[src/rtl/dst_pkg.sv]
/*
 * Constants shared by both ends of the self-test and test-bus link:
 * command codes, register offsets, field positions and the signature.
 * Assumes nothing beyond a SystemVerilog compiler.
 */
package dst_pkg;

   // ****************************************************************
   // Link commands and register indexes
   // ****************************************************************
   typedef enum logic [1:0] {
      DST_OP_NONE = 2'h0,
      DST_OP_WREG = 2'h1,
      DST_OP_CMD  = 2'h2,
      DST_OP_RDFF = 2'h3
   } dst_op_t;

   localparam logic [3:0] CMD_IDLE = 4'h0;
   localparam logic [3:0] CMD_BUFFER_STORE = 4'h1;
   localparam logic [3:0] CMD_CRC_CALCULATE = 4'h3;
   localparam logic [3:0] CMD_SOFT_RESET = 4'hF;

   localparam logic [5:0] REG_FIFO_DATA = 6'h09;
   localparam logic [5:0] REG_TEST_SELECT_TWO = 6'h32;
   localparam logic [5:0] REG_SELF_TEST_CONTROL = 6'h36;

   localparam logic [7:0] SELF_TEST_ENABLE = 8'h09;
   localparam logic [7:0] FILL_BYTE = 8'h00;
   localparam int BUFFER_CLEAR_BYTES = 25;
   localparam int SIGNATURE_BYTES = 64;
   localparam int FIFO_DEPTH = 64;
   localparam logic [4:0] RESET_CYCLES = 5'h10;

   // Test-bus select field and codes.
   localparam int TBS_MSB = 4;
   localparam logic [4:0] TBS_RECEIVER = 5'h07;
   localparam logic [4:0] TBS_CLOCK = 5'h0D;
   localparam int PIN_D6 = 5;
   localparam int PIN_D5 = 4;
   localparam int PIN_D4 = 3;
   localparam int PIN_D3 = 2;
   localparam int PIN_D2 = 1;
   localparam int PIN_D1 = 0;

   // ****************************************************************
   // Host APB registers
   // ****************************************************************
   localparam logic [7:0] APB_CTRL = 8'h00;
   localparam logic [7:0] APB_STATUS = 8'h04;
   localparam logic [7:0] APB_TBSEL = 8'h08;
   localparam logic [7:0] APB_RDATA = 8'h0C;
   localparam int CTRL_START = 0;
   localparam int CTRL_TBWR = 1;
   localparam int CTRL_POP = 2;

   // Fixed signature, byte 0 first.
   localparam logic [511:0] SIGNATURE = {
      64'h00EB66BA57BF2395, 64'hD0E30D3D27895CDE,
      64'h9D3BA700215B8982, 64'h513AEB020CA50049,
      64'h7C844DB3CCD21B81, 64'h5D4876D5716121A9,
      64'h86968338CF9D5B6D, 64'hDC15BA3E7D953B2F};

endpackage

[src/rtl/dst_link_if.sv]
/*
 * Byte-command link between host controller and self-test device.
 * Assumes both ends run on the same sys_clk.
 */
`timescale 1ns/1ns
interface dst_link_if;
   logic reqValid;
   dst_pkg::dst_op_t reqOp;
   logic [5:0] reqAddr;
   logic [7:0] reqData;
   logic devBusy;
   logic rspValid;
   logic [7:0] rspData;
   logic [5:0] testPins;

   modport host (output reqValid, reqOp, reqAddr, reqData,
      input devBusy, rspValid, rspData, testPins);
   modport device (input reqValid, reqOp, reqAddr, reqData,
      output devBusy, rspValid, rspData, testPins);
endinterface

[src/rtl/dst_device.sv]
/*
 * Self-test device end: FIFO, command decoder, signature engine and
 * test-bus pin multiplexer.
 * Assumes a host that keeps the self-test procedure order.
 */
`timescale 1ns/1ns
// Overview of operation
// - Host soft-resets and waits for completion.
// - Host clears buffer: 25 zeros, store.
// - Host writes 09h to self-test control.
// - Host puts one zero byte into FIFO.
// - CRC command with self-test enabled triggers test.
// - Completed test leaves 64 signature bytes.
// - Five-bit select routes test sets to pins.
// - Select 07h shows receiver signals on pins.
// - Host frames each transfer separately.
// - Select 0Dh shows oscillator signals on pins.
module dst_device (
   // Clock and reset.
   input wire logic sys_clk,
   input wire logic srst,
   // Link to host.
   dst_link_if.device link,
   // Internal receiver and oscillator signals.
   input wire logic rxData,
   input wire logic rxCollision,
   input wire logic rxValid,
   input wire logic rxStop,
   input wire logic receiver_reset_flag,
   input wire logic clkStable,
   input wire logic oscClk,
   // Normal pin function.
   input wire logic [5:0] normalPins,
   // Status.
   output logic selfTestDone
);

   // ****************************************************************
   // State
   // ****************************************************************
   logic [7:0] fifoMem [dst_pkg::FIFO_DEPTH];
   logic [6:0] fifoCnt_r;
   logic [5:0] rdPtr_r;
   logic [5:0] wrPtr_r;
   logic [7:0] selfTestCtrl_r;
   logic [7:0] testSelTwo_r;
   logic [4:0] rstCnt_r;
   logic running_r;
   logic [6:0] sigIdx_r;
   logic rspValid_r;
   logic [7:0] rspData_r;
   logic done_r;
   logic [5:0] pins_r;
   logic [2:0] oscDiv_r;
   logic oscClkPrev_r;
   logic [1:0] syncA_r;
   logic [1:0] syncB_r;
   logic [6:0] syncC_r;
   logic [6:0] syncD_r;

   // ****************************************************************
   // Request decode
   // ****************************************************************
   wire isCmd = link.reqValid && link.reqOp == dst_pkg::DST_OP_CMD;
   wire isWreg = link.reqValid && link.reqOp == dst_pkg::DST_OP_WREG;
   wire isRead = link.reqValid && link.reqOp == dst_pkg::DST_OP_RDFF;
   wire cmdReset = isCmd && link.reqData[3:0] == dst_pkg::CMD_SOFT_RESET;
   wire cmdStore = isCmd && link.reqData[3:0] == dst_pkg::CMD_BUFFER_STORE;
   wire testEn = selfTestCtrl_r == dst_pkg::SELF_TEST_ENABLE;
   wire cmdCrc = isCmd && link.reqData[3:0] == dst_pkg::CMD_CRC_CALCULATE;
   wire startTest = cmdCrc && testEn;
   wire fifoWr = isWreg && link.reqAddr == dst_pkg::REG_FIFO_DATA
      && fifoCnt_r != 7'(dst_pkg::FIFO_DEPTH);
   wire fifoRd = isRead && fifoCnt_r != 7'h00;
   wire busy = rstCnt_r != 5'h00 || running_r;
   wire [8:0] sigBit = 9'(511 - 8 * sigIdx_r);
   wire [7:0] sigByte = dst_pkg::SIGNATURE[sigBit -: 8];

   // ****************************************************************
   // Soft reset, registers and self-test engine
   // ****************************************************************
   // Soft reset clears registers and holds busy for a fixed time.
   always_ff @(posedge sys_clk) begin
      if (srst || (cmdReset && !busy)) begin
         rstCnt_r <= srst ? 5'h00 : dst_pkg::RESET_CYCLES;
         selfTestCtrl_r <= 8'h00;
         testSelTwo_r <= 8'h00;
         running_r <= 1'b0;
         sigIdx_r <= 7'h00;
         done_r <= 1'b0;
      end else begin
         if (rstCnt_r != 5'h00) begin
            rstCnt_r <= rstCnt_r - 5'h01;
         end
         if (isWreg && !busy
            && link.reqAddr == dst_pkg::REG_SELF_TEST_CONTROL) begin
            selfTestCtrl_r <= link.reqData;
         end
         if (isWreg && !busy
            && link.reqAddr == dst_pkg::REG_TEST_SELECT_TWO) begin
            testSelTwo_r <= link.reqData;
         end
         if (startTest && !busy) begin
            running_r <= 1'b1;
            sigIdx_r <= 7'h00;
            done_r <= 1'b0;
         end else if (running_r) begin
            sigIdx_r <= sigIdx_r + 7'h01;
            if (sigIdx_r == 7'(dst_pkg::SIGNATURE_BYTES - 1)) begin
               running_r <= 1'b0;
               done_r <= 1'b1;
            end
         end
      end
   end

   // FIFO: buffer store empties it; the test refills 64 signature bytes.
   always_ff @(posedge sys_clk) begin
      if (srst || (cmdReset && !busy) || (cmdStore && !busy)
         || (startTest && !busy)) begin
         fifoCnt_r <= 7'h00;
         rdPtr_r <= 6'h00;
         wrPtr_r <= 6'h00;
      end else if (running_r) begin
         fifoMem[wrPtr_r] <= sigByte;
         wrPtr_r <= wrPtr_r + 6'h01;
         fifoCnt_r <= fifoCnt_r + 7'h01;
      end else begin
         if (fifoWr && !busy) begin
            fifoMem[wrPtr_r] <= link.reqData;
            wrPtr_r <= wrPtr_r + 6'h01;
         end
         if (fifoRd && !busy) begin
            rdPtr_r <= rdPtr_r + 6'h01;
         end
         fifoCnt_r <= 7'(fifoCnt_r + 7'(fifoWr && !busy)
            - 7'(fifoRd && !busy));
      end
   end

   // Read answer: one-cycle pulse, zero when FIFO is empty.
   always_ff @(posedge sys_clk) begin
      if (srst) begin
         rspValid_r <= 1'b0;
         rspData_r <= 8'h00;
      end else begin
         rspValid_r <= isRead && !busy;
         rspData_r <= fifoRd ? fifoMem[rdPtr_r] : 8'h00;
      end
   end

   // ****************************************************************
   // Test bus
   // ****************************************************************
   // Two-flop synchronisers on the asynchronous internal signals.
   always_ff @(posedge sys_clk) begin
      if (srst) begin
         syncA_r <= 2'h0;
         syncB_r <= 2'h0;
         syncC_r <= 7'h00;
         syncD_r <= 7'h00;
         oscDiv_r <= 3'h0;
      end else begin
         syncA_r <= {rxData, rxCollision};
         syncB_r <= syncA_r;
         syncC_r <= {rxValid, rxStop, receiver_reset_flag, clkStable,
            oscClk, 2'h0};
         syncD_r <= syncC_r;
         oscDiv_r <= oscDiv_r + 3'(syncD_r[2] && !oscClkPrev_r);
      end
   end

   // Edge memory for the divide-by-eight counter.
   always_ff @(posedge sys_clk) begin
      if (srst) begin
         oscClkPrev_r <= 1'b0;
      end else begin
         oscClkPrev_r <= syncD_r[2];
      end
   end

   wire [4:0] tbSel = testSelTwo_r[dst_pkg::TBS_MSB:0];
   wire [5:0] rxSet = {syncB_r[1], syncB_r[0], syncD_r[6], syncD_r[5],
      syncD_r[4], 1'b0};
   wire [5:0] clkSet = {syncD_r[3], oscDiv_r[2], 1'b0, 1'b0,
      syncD_r[2], 1'b0};
   wire [5:0] pinsNxt = tbSel == dst_pkg::TBS_RECEIVER ? rxSet :
      tbSel == dst_pkg::TBS_CLOCK ? clkSet : normalPins;

   // Registered pin drive.
   always_ff @(posedge sys_clk) begin
      if (srst) begin
         pins_r <= 6'h00;
      end else begin
         pins_r <= pinsNxt;
      end
   end

   assign link.devBusy = busy;
   assign link.rspValid = rspValid_r;
   assign link.rspData = rspData_r;
   assign link.testPins = pins_r;
   assign selfTestDone = done_r;

endmodule

[src/flat_wrapper.sv]
// flat-port wrapper written by rule: the top's interface ports become plain ports
module dst_device_flat 
  (sys_clk, srst, rxData, rxCollision, rxValid, rxStop, receiver_reset_flag, clkStable, oscClk, normalPins, selfTestDone, link_reqValid, link_reqOp, link_reqAddr, link_reqData, link_devBusy, link_rspValid, link_rspData, link_testPins);
  dst_link_if link_i ();
  input wire logic sys_clk;
  input wire logic srst;
  input wire logic rxData;
  input wire logic rxCollision;
  input wire logic rxValid;
  input wire logic rxStop;
  input wire logic receiver_reset_flag;
  input wire logic clkStable;
  input wire logic oscClk;
  input wire logic [5:0] normalPins;
  output logic selfTestDone;
  input wire logic [$bits(link_i.reqValid)-1:0] link_reqValid;
  input wire logic [$bits(link_i.reqOp)-1:0] link_reqOp;
  input wire logic [$bits(link_i.reqAddr)-1:0] link_reqAddr;
  input wire logic [$bits(link_i.reqData)-1:0] link_reqData;
  output wire logic [$bits(link_i.devBusy)-1:0] link_devBusy;
  output wire logic [$bits(link_i.rspValid)-1:0] link_rspValid;
  output wire logic [$bits(link_i.rspData)-1:0] link_rspData;
  output wire logic [$bits(link_i.testPins)-1:0] link_testPins;
  assign link_i.reqValid = link_reqValid;
  assign link_i.reqOp = link_reqOp;
  assign link_i.reqAddr = link_reqAddr;
  assign link_i.reqData = link_reqData;
  assign link_devBusy = link_i.devBusy;
  assign link_rspValid = link_i.rspValid;
  assign link_rspData = link_i.rspData;
  assign link_testPins = link_i.testPins;
  dst_device u_core (.sys_clk(sys_clk), .srst(srst), .link(link_i), .rxData(rxData), .rxCollision(rxCollision), .rxValid(rxValid), .rxStop(rxStop), .receiver_reset_flag(receiver_reset_flag), .clkStable(clkStable), .oscClk(oscClk), .normalPins(normalPins), .selfTestDone(selfTestDone));
endmodule
[config.mk]
export PLATFORM = sky130hd
export DESIGN_NAME = dst_device_flat
export DESIGN_NICKNAME = d
export VERILOG_FILES = /design/src/rtl/dst_pkg.sv /design/src/rtl/dst_link_if.sv /design/src/rtl/dst_device.sv /design/src/flat_wrapper.sv
export SDC_FILE = /design/constraint.sdc
export NUM_CORES = 1
export LEC_CHECK = 0
export CORE_MARGIN = 1.5
export CORE_UTILIZATION = 61
export CTS_BUF_LIST = sky130_fd_sc_hd__clkbuf_2
export DETAILED_ROUTE_END_ITERATION = 10
export DONT_BUFFER_PORTS = 1
export PLACE_DENSITY = 0.81
export REMOVE_ABC_BUFFERS = 1
export SLEW_MARGIN = 10
export SYNTH_ARGS = -nofsm -noshare
export SYNTH_HDL_FRONTEND = slang
export SYNTH_SLANG_ARGS = --single-unit
[constraint.sdc]
create_clock -name sys_clk -period 3.6 [get_ports sys_clk]
set_clock_uncertainty 0.2 [all_clocks]
set_input_delay 0.18 -clock sys_clk [delete_from_list [all_inputs] [get_ports sys_clk]]
set_output_delay 0.18 -clock sys_clk [all_outputs]
set_load 0.1 [all_outputs]
Word level (Yosys, flattened, before mapping)

Memory sizes are Yosys's and may differ from the RTL's. A register that Yosys moved wholly into a read port is not among the register bits.
Cells that the tools add are included.

Bits in registers: 75
RAM bits: 512
Input port bits: 32
Output and inout port bits: 17
Logic and storage cells: 101
Memories: 1

Add/subtract/negate cells: 9
Eq/ne operators: 14
Shift-type cells: 1
Muxes and demuxes: 19
Bitwise logic cells: 3
Reduce and logical (&&, ||, !) cells: 35

Memory list:

| name           | words | width | read ports | clocked after Yosys merged registers in | wr ports | line             | source |
|---|---|---|---|---|---|---|---|
| u_core.fifoMem | 64    | 8     | 1          | 1                                       | 1        | dst_device.sv:41 | `logic [7:0] fifoMem [dst_pkg::FIFO_DEPTH];` |

Operators by type and width:

| kind                      | count |
|---|---|
| $shiftx 519x10->8 const A | 1 |
| $mux 6                    | 4 |
| $logic_and 1x1->1         | 20 |
| $mux 5                    | 3 |
| $add 7x1->7 const B       | 2 |
| $add 6x1->6 const B       | 2 |
| $eq 6x6->1 const B        | 2 |
| $mux 1                    | 10 |
| $sub 9x9->9 const A       | 1 |
| $eq 8x4->1 const B        | 1 |
| $mux 8                    | 1 |
| $add 7x1->7               | 1 |
| $eq 7x6->1 const B        | 1 |
| $mux 7                    | 1 |
| $ne 7x7->1 const B        | 1 |
| $reduce_bool 7->1         | 1 |
| $sub 7x1->7               | 1 |
| $eq 6x4->1 const B        | 1 |
| $eq 5x3->1 const B        | 1 |
| $eq 5x4->1 const B        | 1 |
| $reduce_bool 5->1         | 1 |
| $sub 5x1->5 const B       | 1 |
| $eq 2x2->1 const B        | 2 |
| $eq 4x1->1 const B        | 1 |
| 12 further kinds          | 20 |

Longest topological paths before layout

Gate-level depths: netlist of the first run.

Depth after elaboration: 10
Depth in mapped cells: 14
Mapped depth without buffers: 14

Worst setup path before layout of the first run

No wires, ideal clock.

Path type: register to register
Start point: reg u_core.sigIdx_r[1]
End point: mem u_core.fifoMem[0][1], data pin
Data arrival time: 2,783 ps
Data required time: 3,049 ps
Slack: 266 ps
Cell stages (with the launch flop): 9
Path through: dfxtp_1 clkbuf_1 inv_1 ha_1 buf_2 inv_1 mux4_2 mux4_2 mux2_2

Word-level cells in the longest chain between the ends: 3

RTL lines:

| element                  | line              | source |
|---|---|---|
| start: declaration       | dst_device.sv:49  | `logic [6:0] sigIdx_r;` |
| start signal: assignment | dst_device.sv:108 | `sigIdx_r <= sigIdx_r + 7'h01;` |
| $sub 9x9->9              | dst_device.sv:76  | `wire [8:0] sigBit = 9'(511 - 8 * sigIdx_r);` |
| $shiftx 519x10->8        | dst_device.sv:77  | `wire [7:0] sigByte = dst_pkg::SIGNATURE[sigBit -: 8];` |
| $mux 8 (no source line)  | n/a               |  |
| end: declaration         | dst_device.sv:41  |  |

Every way passes these cells.

Worst setup path in the final report of the first run

Start point: reg u_core.rstCnt_r[1]
End point: reg u_core.selfTestCtrl_r[2]

Word-level cells in the longest chain between the ends: 5

RTL lines:

| element                                                      | line                               | source |
|---|---|---|
| start: declaration                                           | dst_device.sv:47                   | `logic [4:0] rstCnt_r;` |
| start signal: assignment                                     | dst_device.sv:85                   | `rstCnt_r <= srst ? 5'h00 : dst_pkg::RESET_CYCLES;` |
| start signal: assignment                                     | dst_device.sv:93                   | `rstCnt_r <= rstCnt_r - 5'h01;` |
| $reduce_bool 5->1 (*)                                        | dst_device.sv:75                   | `wire busy = rstCnt_r != 5'h00 \|\| running_r;` |
| $logic_or 1x1->1 (*)                                         | dst_device.sv:75                   |  |
| $logic_not 1->1 (*)                                          | dst_device.sv:84, dst_device.sv:95 |  |
| $logic_and 1x1->1, on equally long branches                  | dst_device.sv:95, dst_device.sv:84 |  |
| $logic_and 1x1->1 / $logic_or 1x1->1 (equally long branches) | dst_device.sv:96, dst_device.sv:84 |  |
| end signal: assignment                                       | dst_device.sv:97                   | `selfTestCtrl_r <= link.reqData;` |
| end: declaration                                             | dst_device.sv:45                   | `logic [7:0] selfTestCtrl_r;` |

Mark *: on every way between the ends. The rest lies on a longest branch, timed or not.
A chain may end at the register's enable or synchronous reset.

==> flow_metrics.env, run 1 <==
export IMPL_synth_seq_cells=591
export IMPL_dieArea_mm2=0.04163
export IMPL_rsz0062_at_grt="true"
export IMPL_clock_path_buffers=3
export IMPL_utilization_pct=70.89
export IMPL_outcome="complete, no violations"
export IMPL_post_route_period_util_pct=98.57
export IMPL_grt_max_degree=65
export IMPL_design_area_mm2=0.02823
export IMPL_grt_first_pass_wirelength_um=90130
export IMPL_synth_async_reset_ratio_pct=0
export IMPL_fillers=2405
export IMPL_cts_tree="built"
export IMPL_setup_viol=0
export IMPL_first_pass_iters=8
export IMPL_synth_edff_count=517
export IMPL_gr_total_overflow=0
export IMPL_numPortBuffers=0
export IMPL_gp_congestion=0.8721
export IMPL_drive_gt1_share_pct=28.38
export IMPL_numCtsBuffers=140
export IMPL_placedCellCount=2006
export IMPL_dp_hpwl_um=33970
export IMPL_wirelength_um=60830
export IMPL_period_needed_ns=3.549
export IMPL_fp_dieW_um=204.0
export IMPL_clock_sinks=591
export IMPL_antenna_found_initial=1
export IMPL_drt_iter0_markers=1781
export IMPL_syn_area_per_cell_um2=16.84
export IMPL_synth_area_mm2=0.02465
export IMPL_core_area_mm2=0.03982
export IMPL_start_util_pct=61.91
export IMPL_p_leak_nw=9.626
export IMPL_via_per_inst=6.535
export IMPL_yosysSeqAreaShare_pct=68.98
export IMPL_path_clk_slew_ns=0.16
export IMPL_detail_route_antenna_nets=0
export IMPL_fin_nets=1782
export IMPL_row_count=73
export IMPL_endpoint_kind="flip-flop"
export IMPL_clock_latency_ns=1.17
export IMPL_final_cells=2355
export IMPL_placed_area_mm2=0.02582
export IMPL_maxCapViolCount=0
export IMPL_vias=15390
export IMPL_die_height_um=204.0
export IMPL_syn2layout_area_growth_pct=14.51
export IMPL_worst_pin_slew_ns=1.107
export IMPL_wl_per_cell_um=25.83
export IMPL_crit_type="flip-flop to flip-flop"
export IMPL_grt_pass1_vias=15410
export IMPL_cts_root_buf="clkbuf_2"
export IMPL_startpoint_type="flip-flop"
export IMPL_yosysWarnings=0
export IMPL_grt_usage_pct=29.15
export IMPL_critPathMaxFanout=7
export IMPL_boundaryPins=49
export IMPL_cp_data_arrival_time_ns=4.41
export IMPL_powerDensity_mw_per_mm2=470.0
export IMPL_hold_violations=0
export IMPL_ys_flop_type="edfxtp_1"
export IMPL_hold_path_class="input port to flip-flop"
export IMPL_timing_fmax_mhz=281.8
export IMPL_synthDistinctLibCells=67
export IMPL_htree_levels=4
export IMPL_peakVddDrop_mv=0.2463
export IMPL_relSlewSlack_pct=25.59
export IMPL_syn_inst=1464
export IMPL_total_power_mw=13.27
export IMPL_maxSlewViolCount=0
export IMPL_drc=0
export IMPL_worstPathRequired_ns=4.46
[per-stage QoR]
| step | setup WS (ns) | hold slack, ns | setup TNS, ns |
|---|---|---|---|
| 6_report | 0.05139 | 0.004900 | 0 |
| 5_1_grt | -0.1136 | 0.004193 | -0.1136 |
| 4_1_cts | 0.02559 | 0.002836 | 0 |
| 3_5_place_dp | 0.1807 | 0.05443 | 0 |
| 3_3_place_gp | 0.2429 | 0.05425 | 0 |
| 2_1_floorplan | -3.832 | 0.05161 | -223.95 |
[final timing paths]
kind	cells after the start	end	startpoint	slack (ns)
worst max-delay path	10	u_core.selfTestCtrl_r[2]$_SDFFE_PP0P_	u_core.rstCnt_r[1]$_SDFFCE_PP0P_	0.05
worst min-delay path	3	u_core.syncC_r[4]$_SDFF_PP0_	receiver_reset_flag	0.005
worst max register to register	10	u_core.selfTestCtrl_r[2]$_SDFFE_PP0P_	u_core.rstCnt_r[1]$_SDFFCE_PP0P_	0.05
worst min register to register	1	u_core.syncD_r[2]$_SDFF_PP0_	u_core.syncC_r[2]$_SDFF_PP0_	0.26
[flip-flops by register name (all words and copies together), names as in the netlist]
| register | cells |
|---|---|
| u_core.fifoCnt_r | 7 |
| u_core.fifoMem | 512 |
| u_core.link.rspData | 8 |
| u_core.link.rspValid | 1 |
| u_core.link.testPins | 6 |
| u_core.oscClkPrev_r | 1 |
| u_core.oscDiv_r | 3 |
| u_core.rdPtr_r | 6 |
| u_core.rstCnt_r | 5 |
| u_core.running_r | 1 |
| u_core.selfTestCtrl_r | 8 |
| u_core.selfTestDone | 1 |
| u_core.sigIdx_r | 7 |
| u_core.syncA_r | 2 |
| u_core.syncB_r | 2 |
| u_core.syncC_r | 5 |
| u_core.syncD_r | 5 |
| u_core.testSelTwo_r | 5 |
| u_core.wrPtr_r | 6 |
[layout by cell type (no fill, tap or decap), types with 61 or more instances in the layout]
cell,count
mux2i_1,90
edfxtp_1,517
dfxtp_1,71
dlygate4sd3_1,79
nor4_1,61
nor2_1,75
buf_4,121
clkbuf_2,220
mux4_2,104
[synth_stat cells, drive strengths merged, types with 16 or more instances]
cell type	n	share of area [%]
a211oi	32	0.97
a21oi	19	0.39
a22o	25	0.89
buf	57	1.4
clkbuf	49	0.75
dfxtp	74	6.0
edfxtp	517	63
ha	34	1.7
inv	23	0.35
mux2i	90	3.7
mux4	104	9.5
nand2	32	0.49
nand3	16	0.39
nor2	77	1.2
nor2b	25	0.63
nor4	64	1.6
o21ai	22	0.45
o221ai	17	0.60
o22ai	16	0.41
[kinds of logic after synthesis]
kind of cell / after synthesis / share of synthesized area, %
xor+xnor: 24 / 0.8527
fa+ha+maj: 35 / 1.807
compound gates: 200 / 5.984
mux: 205 / 13.66
flops: 591 / 68.98
buf+inv: 131 / 2.492
simple gates: 278 / 6.227
[layer usage]
metal  routed length, um  global-route usage [%]  part of all wire, %
met1               22170                   37.97                   36
met2               29840                   47.00                   49
met3                6253                   7.015                   10
met4                2506                   13.21                  4.1
met5                  67                       0                 0.11
[critical path: stages, from the launching register on]
cell,delay (ns)
edfxtp_1,0.44
inv_2,0.11
ha_4,0.14
nor4b_4,0.36
and2_2,0.29
inv_1,0.16
nor3_4,0.24
dlymetal6s2s_1,0.46
mux2i_1,0.31
nor2_1,0.10
dlygate4sd3_1,0.64
[power by group]
part | switching, mW | leakage, nW | total (mW) | internal, mW
Clock | 2.70 | 1.06 | 4.74 | 2.04
Combinational | 0.524 | 3.16 | 0.992 | 0.468
Sequential | 0.138 | 5.40 | 7.54 | 7.40
Total | 3.36 | 9.63 | 13.3 | 9.91
[final cells by class]
| type | count | area [um^2] | area share [%] |
|---|---|---|---|
| clock buffer | 220 | 1101 | 3.900 |
| clock inverter | 36 | 305.3 | 1.081 |
| sequential | 591 | 17020 | 60.27 |
| multi-input combinational | 742 | 7143 | 25.30 |
| inverter | 25 | 93.84 | 0.3324 |
| tap | 525 | 656.9 | 2.327 |
| antenna | 1 | 2.502 | 0.008864 |
| timing repair buffer | 215 | 1914 | 6.781 |
[timing repair]
item / in CTS / in global routing
resized for setup: 0 / 29
setup endpoints to repair: 0 / 518
buffers inserted: 0 / 11
hold buffers: 80 / 1
endpoints found under the hold margin: 1016 / 1
Power figures use the tool's default switching activity.
==> run 2: changes to the inputs <==
Settings changed: ABC_AREA from default to 1.
Clock period 3.6 ns to 4.1 ns, I/O delays scaled along.
==> run 2 against run 1 <==
Critical path type is now input port to flip-flop; the flow now finishes with violations (setup timing); critical path depth is 2 higher; die area up 6.4%; cell count up 48%; via count rose by 32%; largest power group unchanged; largest cell class unchanged; critical endpoint is now u_core.fifoMem[36][7]$_DFFE_PP_; global-route usage grew 2.9 points; sequential share of layout area decreased by 2.1 points; setup slack lost 0.18 ns.
==> flow_metrics.env, run 2 <==
export IMPL_outcome="complete, but fails checks"
export IMPL_failed_checks="setup timing"
export IMPL_synth_top_area_share_pct=59.11
export IMPL_fillers=2968
export IMPL_critPathMaxFanout=18
export IMPL_top_register="u_core.fifoMem"
export IMPL_synth_async_reset_ratio_pct=0
export IMPL_syn_area_per_cell_um2=9.844
export IMPL_r2r_end="u_core.fifoMem[36][7]$_DFFE_PP_"
export IMPL_numPortBuffers=0
export IMPL_row_count=75
export IMPL_grt_pass1_vias=19880
export IMPL_min_from="link_reqData[3]"
export IMPL_yosysWarnings=0
export IMPL_drt_iter0_markers=2719
export IMPL_via_per_inst=5.868
export IMPL_cp_top_family="buffers and inverters"
export IMPL_grt_max_degree=157
export IMPL_synth_edff_count=517
export IMPL_worst_pin_slew_ns=1.229
export IMPL_synth_most_common_cell="nand2_1"
export IMPL_syn_inst=2668
export IMPL_wl_per_cell_um=20.37
export IMPL_period_needed_ns=4.232
export IMPL_utilization_pct=69.24
export IMPL_whs_ns=0.1349
export IMPL_setup_ws_ns=-0.1321
export IMPL_rrSetupSlack_ns=0
export IMPL_syn2layout_area_growth_pct=11.33
export IMPL_placed_area_mm2=0.02684
export IMPL_gr_total_overflow=0
export IMPL_hold_violations=0
export IMPL_detail_route_antenna_nets=0
export IMPL_start_util_pct=62.20
export IMPL_worst_path_max_delay_cell="nor2_1"
export IMPL_drive_gt1_share_pct=11.38
export IMPL_timing_fmax_mhz=236.3
export IMPL_cts_root_buf="clkbuf_2"
export IMPL_crit_buf_inv=5
export IMPL_cp_common_cell="dlygate4sd3_1"
export IMPL_relSlewSlack_pct=17.99
export IMPL_wirelength_um=70760
export IMPL_gp_congestion=0.9479
export IMPL_fin_nets=2894
export IMPL_hold_depth=4
export IMPL_clock_latency_ns=1.19
export IMPL_crit_path_cell_trace="dlygate4sd3_1, nand4_1, dlygate4sd3_1, nor2_1, dlygate4sd3_1, nand2_2, dlygate4sd3_1, nand2_2, a21oi_4, buf_4, nand4_1, nor2_1"
export IMPL_r2r_start="u_core.rstCnt_r[0]$_SDFFCE_PP0P_"
export IMPL_drc=0
export IMPL_design_area_mm2=0.02924
export IMPL_rr_worst_depth=11
export IMPL_vias=20380
export IMPL_startpoint_type="input port"
export IMPL_final_common_cell="nand2_1"
export IMPL_final_cell_mix="nand2_1, edfxtp_1, nand3_1"
export IMPL_total_power_mw=11.50
export IMPL_placedCellCount=3121
export IMPL_numCtsBuffers=145
export IMPL_peakVddDrop_mv=0.2652
export IMPL_path_clk_slew_ns=0.10
export IMPL_core_area_mm2=0.04223
export IMPL_cpPeakStageDelay_ns=0.71
export IMPL_fp_dieW_um=210.5
export IMPL_synth_seq_cells=591
export IMPL_grt_first_pass_wirelength_um=107700
export IMPL_yosysSeqAreaShare_pct=64.75
export IMPL_synthDistinctLibCells=48
export IMPL_synth_area_leaders="edfxtp_1, nand2_1, nand3_1"
export IMPL_synth_top_cell_by_area="edfxtp_1"
export IMPL_final_cells=3474
export IMPL_maxCapViolCount=0
export IMPL_dp_hpwl_um=41160
export IMPL_largest_reg_flops=512
export IMPL_worstPathRequired_ns=4.64
export IMPL_maxSlewViolCount=0
export IMPL_ys_flop_type="edfxtp_1"
export IMPL_setup_viol=71
export IMPL_synth_area_mm2=0.02626
export IMPL_hold_path_class="input port to flip-flop"
export IMPL_die_height_um=210.5
export IMPL_crit_type="input port to flip-flop"
export IMPL_cts_tree="built"
export IMPL_antenna_found_initial=1
export IMPL_holdPathEnd="u_core.fifoMem[44][3]$_DFFE_PP_"
export IMPL_cp_data_arrival_time_ns=4.77
export IMPL_htree_levels=4
export IMPL_dieArea_mm2=0.04431
export IMPL_powerDensity_mw_per_mm2=393.5
export IMPL_clock_sinks=591
export IMPL_grt_usage_pct=32.03
export IMPL_endpoint_kind="flip-flop"
export IMPL_rsz0062_at_grt="true"
export IMPL_synth_common_cells="nand2_1, edfxtp_1, nand3_1, nor2_1, inv_1"
export IMPL_first_pass_iters=9
export IMPL_clock_path_buffers=3
export IMPL_p_leak_nw=11.99
export IMPL_boundaryPins=49
export IMPL_post_route_period_util_pct=103.2
## run 2: changes by cell type after synthesis, moves of 16 or more
cell and change:
nor2b_1 -25, buf_2 +28, nor4_1 -63, o21ai_0 +91, nand3_1 +308, inv_1 +264
nand4_1 +16, a211oi_1 -32, a22o_1 -25, nor2_1 +212, a21oi_1 +58, mux2i_1 -90
nand2_1 +677, mux4_2 -104
## run 2: stage by stage
| stage | TNS, ns | worst slack, ns |
|---|---|---|
| 6_report | -5.697 | -0.1321 |
| 5_1_grt | -7.596 | -0.1676 |
| 4_1_cts | 0 | 0.1300 |
| 3_5_place_dp | 0 | 0.7391 |
| 3_3_place_gp | 0 | 0.8425 |
| 2_1_floorplan | -215.19 | -5.464 |
## run 2: area by class of cell
class / count / area, um^2 / share of cell area, %
Antenna cell: 1 / 2.502 / 0.008558
Clock buffer: 211 / 1056 / 3.612
Clock inverter: 43 / 305.3 / 1.044
Inverter: 295 / 1112 / 3.804
Multi-Input combinational cell: 1660 / 7711 / 26.37
Sequential cell: 591 / 17010 / 58.19
Tap cell: 539 / 674.4 / 2.306
Timing Repair Buffer: 134 / 1364 / 4.664
## run 2: kinds of logic (layout without fill, tap and decap cells)
group                      Yosys count  in the layout  share of synthesized area, %
and+or+nand+nor                   1397           1397                         22.50
DFF                                591            591                         64.75
buffers and inverters              419            683                         6.312
AOI/OAI and AO/OA                  212            214                         4.269
adders and majority gates           35             35                         1.696
xor gates and xnor gates            14             14                        0.4669
other                                0              1                             0
## run 2: how the worst max path moves through the flow
stage / startpoint / endpoint / cells after the start
after detailed placement: u_core.rstCnt_r[0]$_SDFFCE_PP0P_ / u_core.fifoMem[3][5]$_DFFE_PP_ / 9
after global placement: u_core.rstCnt_r[0]$_SDFFCE_PP0P_ / u_core.fifoMem[19][5]$_DFFE_PP_ / 9
after floorplan: u_core.rdPtr_r[0]$_SDFFE_PP0P_ / u_core.link.rspData[0]$_SDFF_PP0_ / 8
after CTS: link_reqData[2] / u_core.fifoMem[54][6]$_DFFE_PP_ / 13
after global routing: link_reqData[2] / u_core.fifoMem[4][2]$_DFFE_PP_ / 12
final: link_reqData[2] / u_core.fifoMem[36][7]$_DFFE_PP_ / 12
## run 2: routing by layer
metal	vias up	GRT usage (%)	routed length (um)
met5	-	0	0
met4	0	17.76	3608
met3	281	6.913	7622
met2	1358	51.68	33520
met1	9483	40.65	26010
li1	9262	-	-
## run 2: worst reg2reg max path, delay by kind of cell, from the launching register on
kind | cells | cell delay (ns)
compound gates | 1 | 0.19
fa+ha+maj | 1 | 0.22
buf+inv | 3 | 0.98
flops | 1 | 0.40
simple gates | 6 | 1.68
## run 2: power by group
group	total (mW)	leakage, nW	internal (mW)	switching [mW]
combinational	0.864	5.57	0.282	0.581
sequential	6.60	5.40	6.50	0.106
clock	4.04	1.02	1.64	2.40
total	11.5	12.0	8.42	3.09
## run 2: timing repair
item                                    in CTS  in global routing
buffers inserted                             0                  8
hold buffers                                87                  1
resized for setup                            0                 17
endpoints found under the setup margin       0                258
endpoints found under the hold margin      868                  6
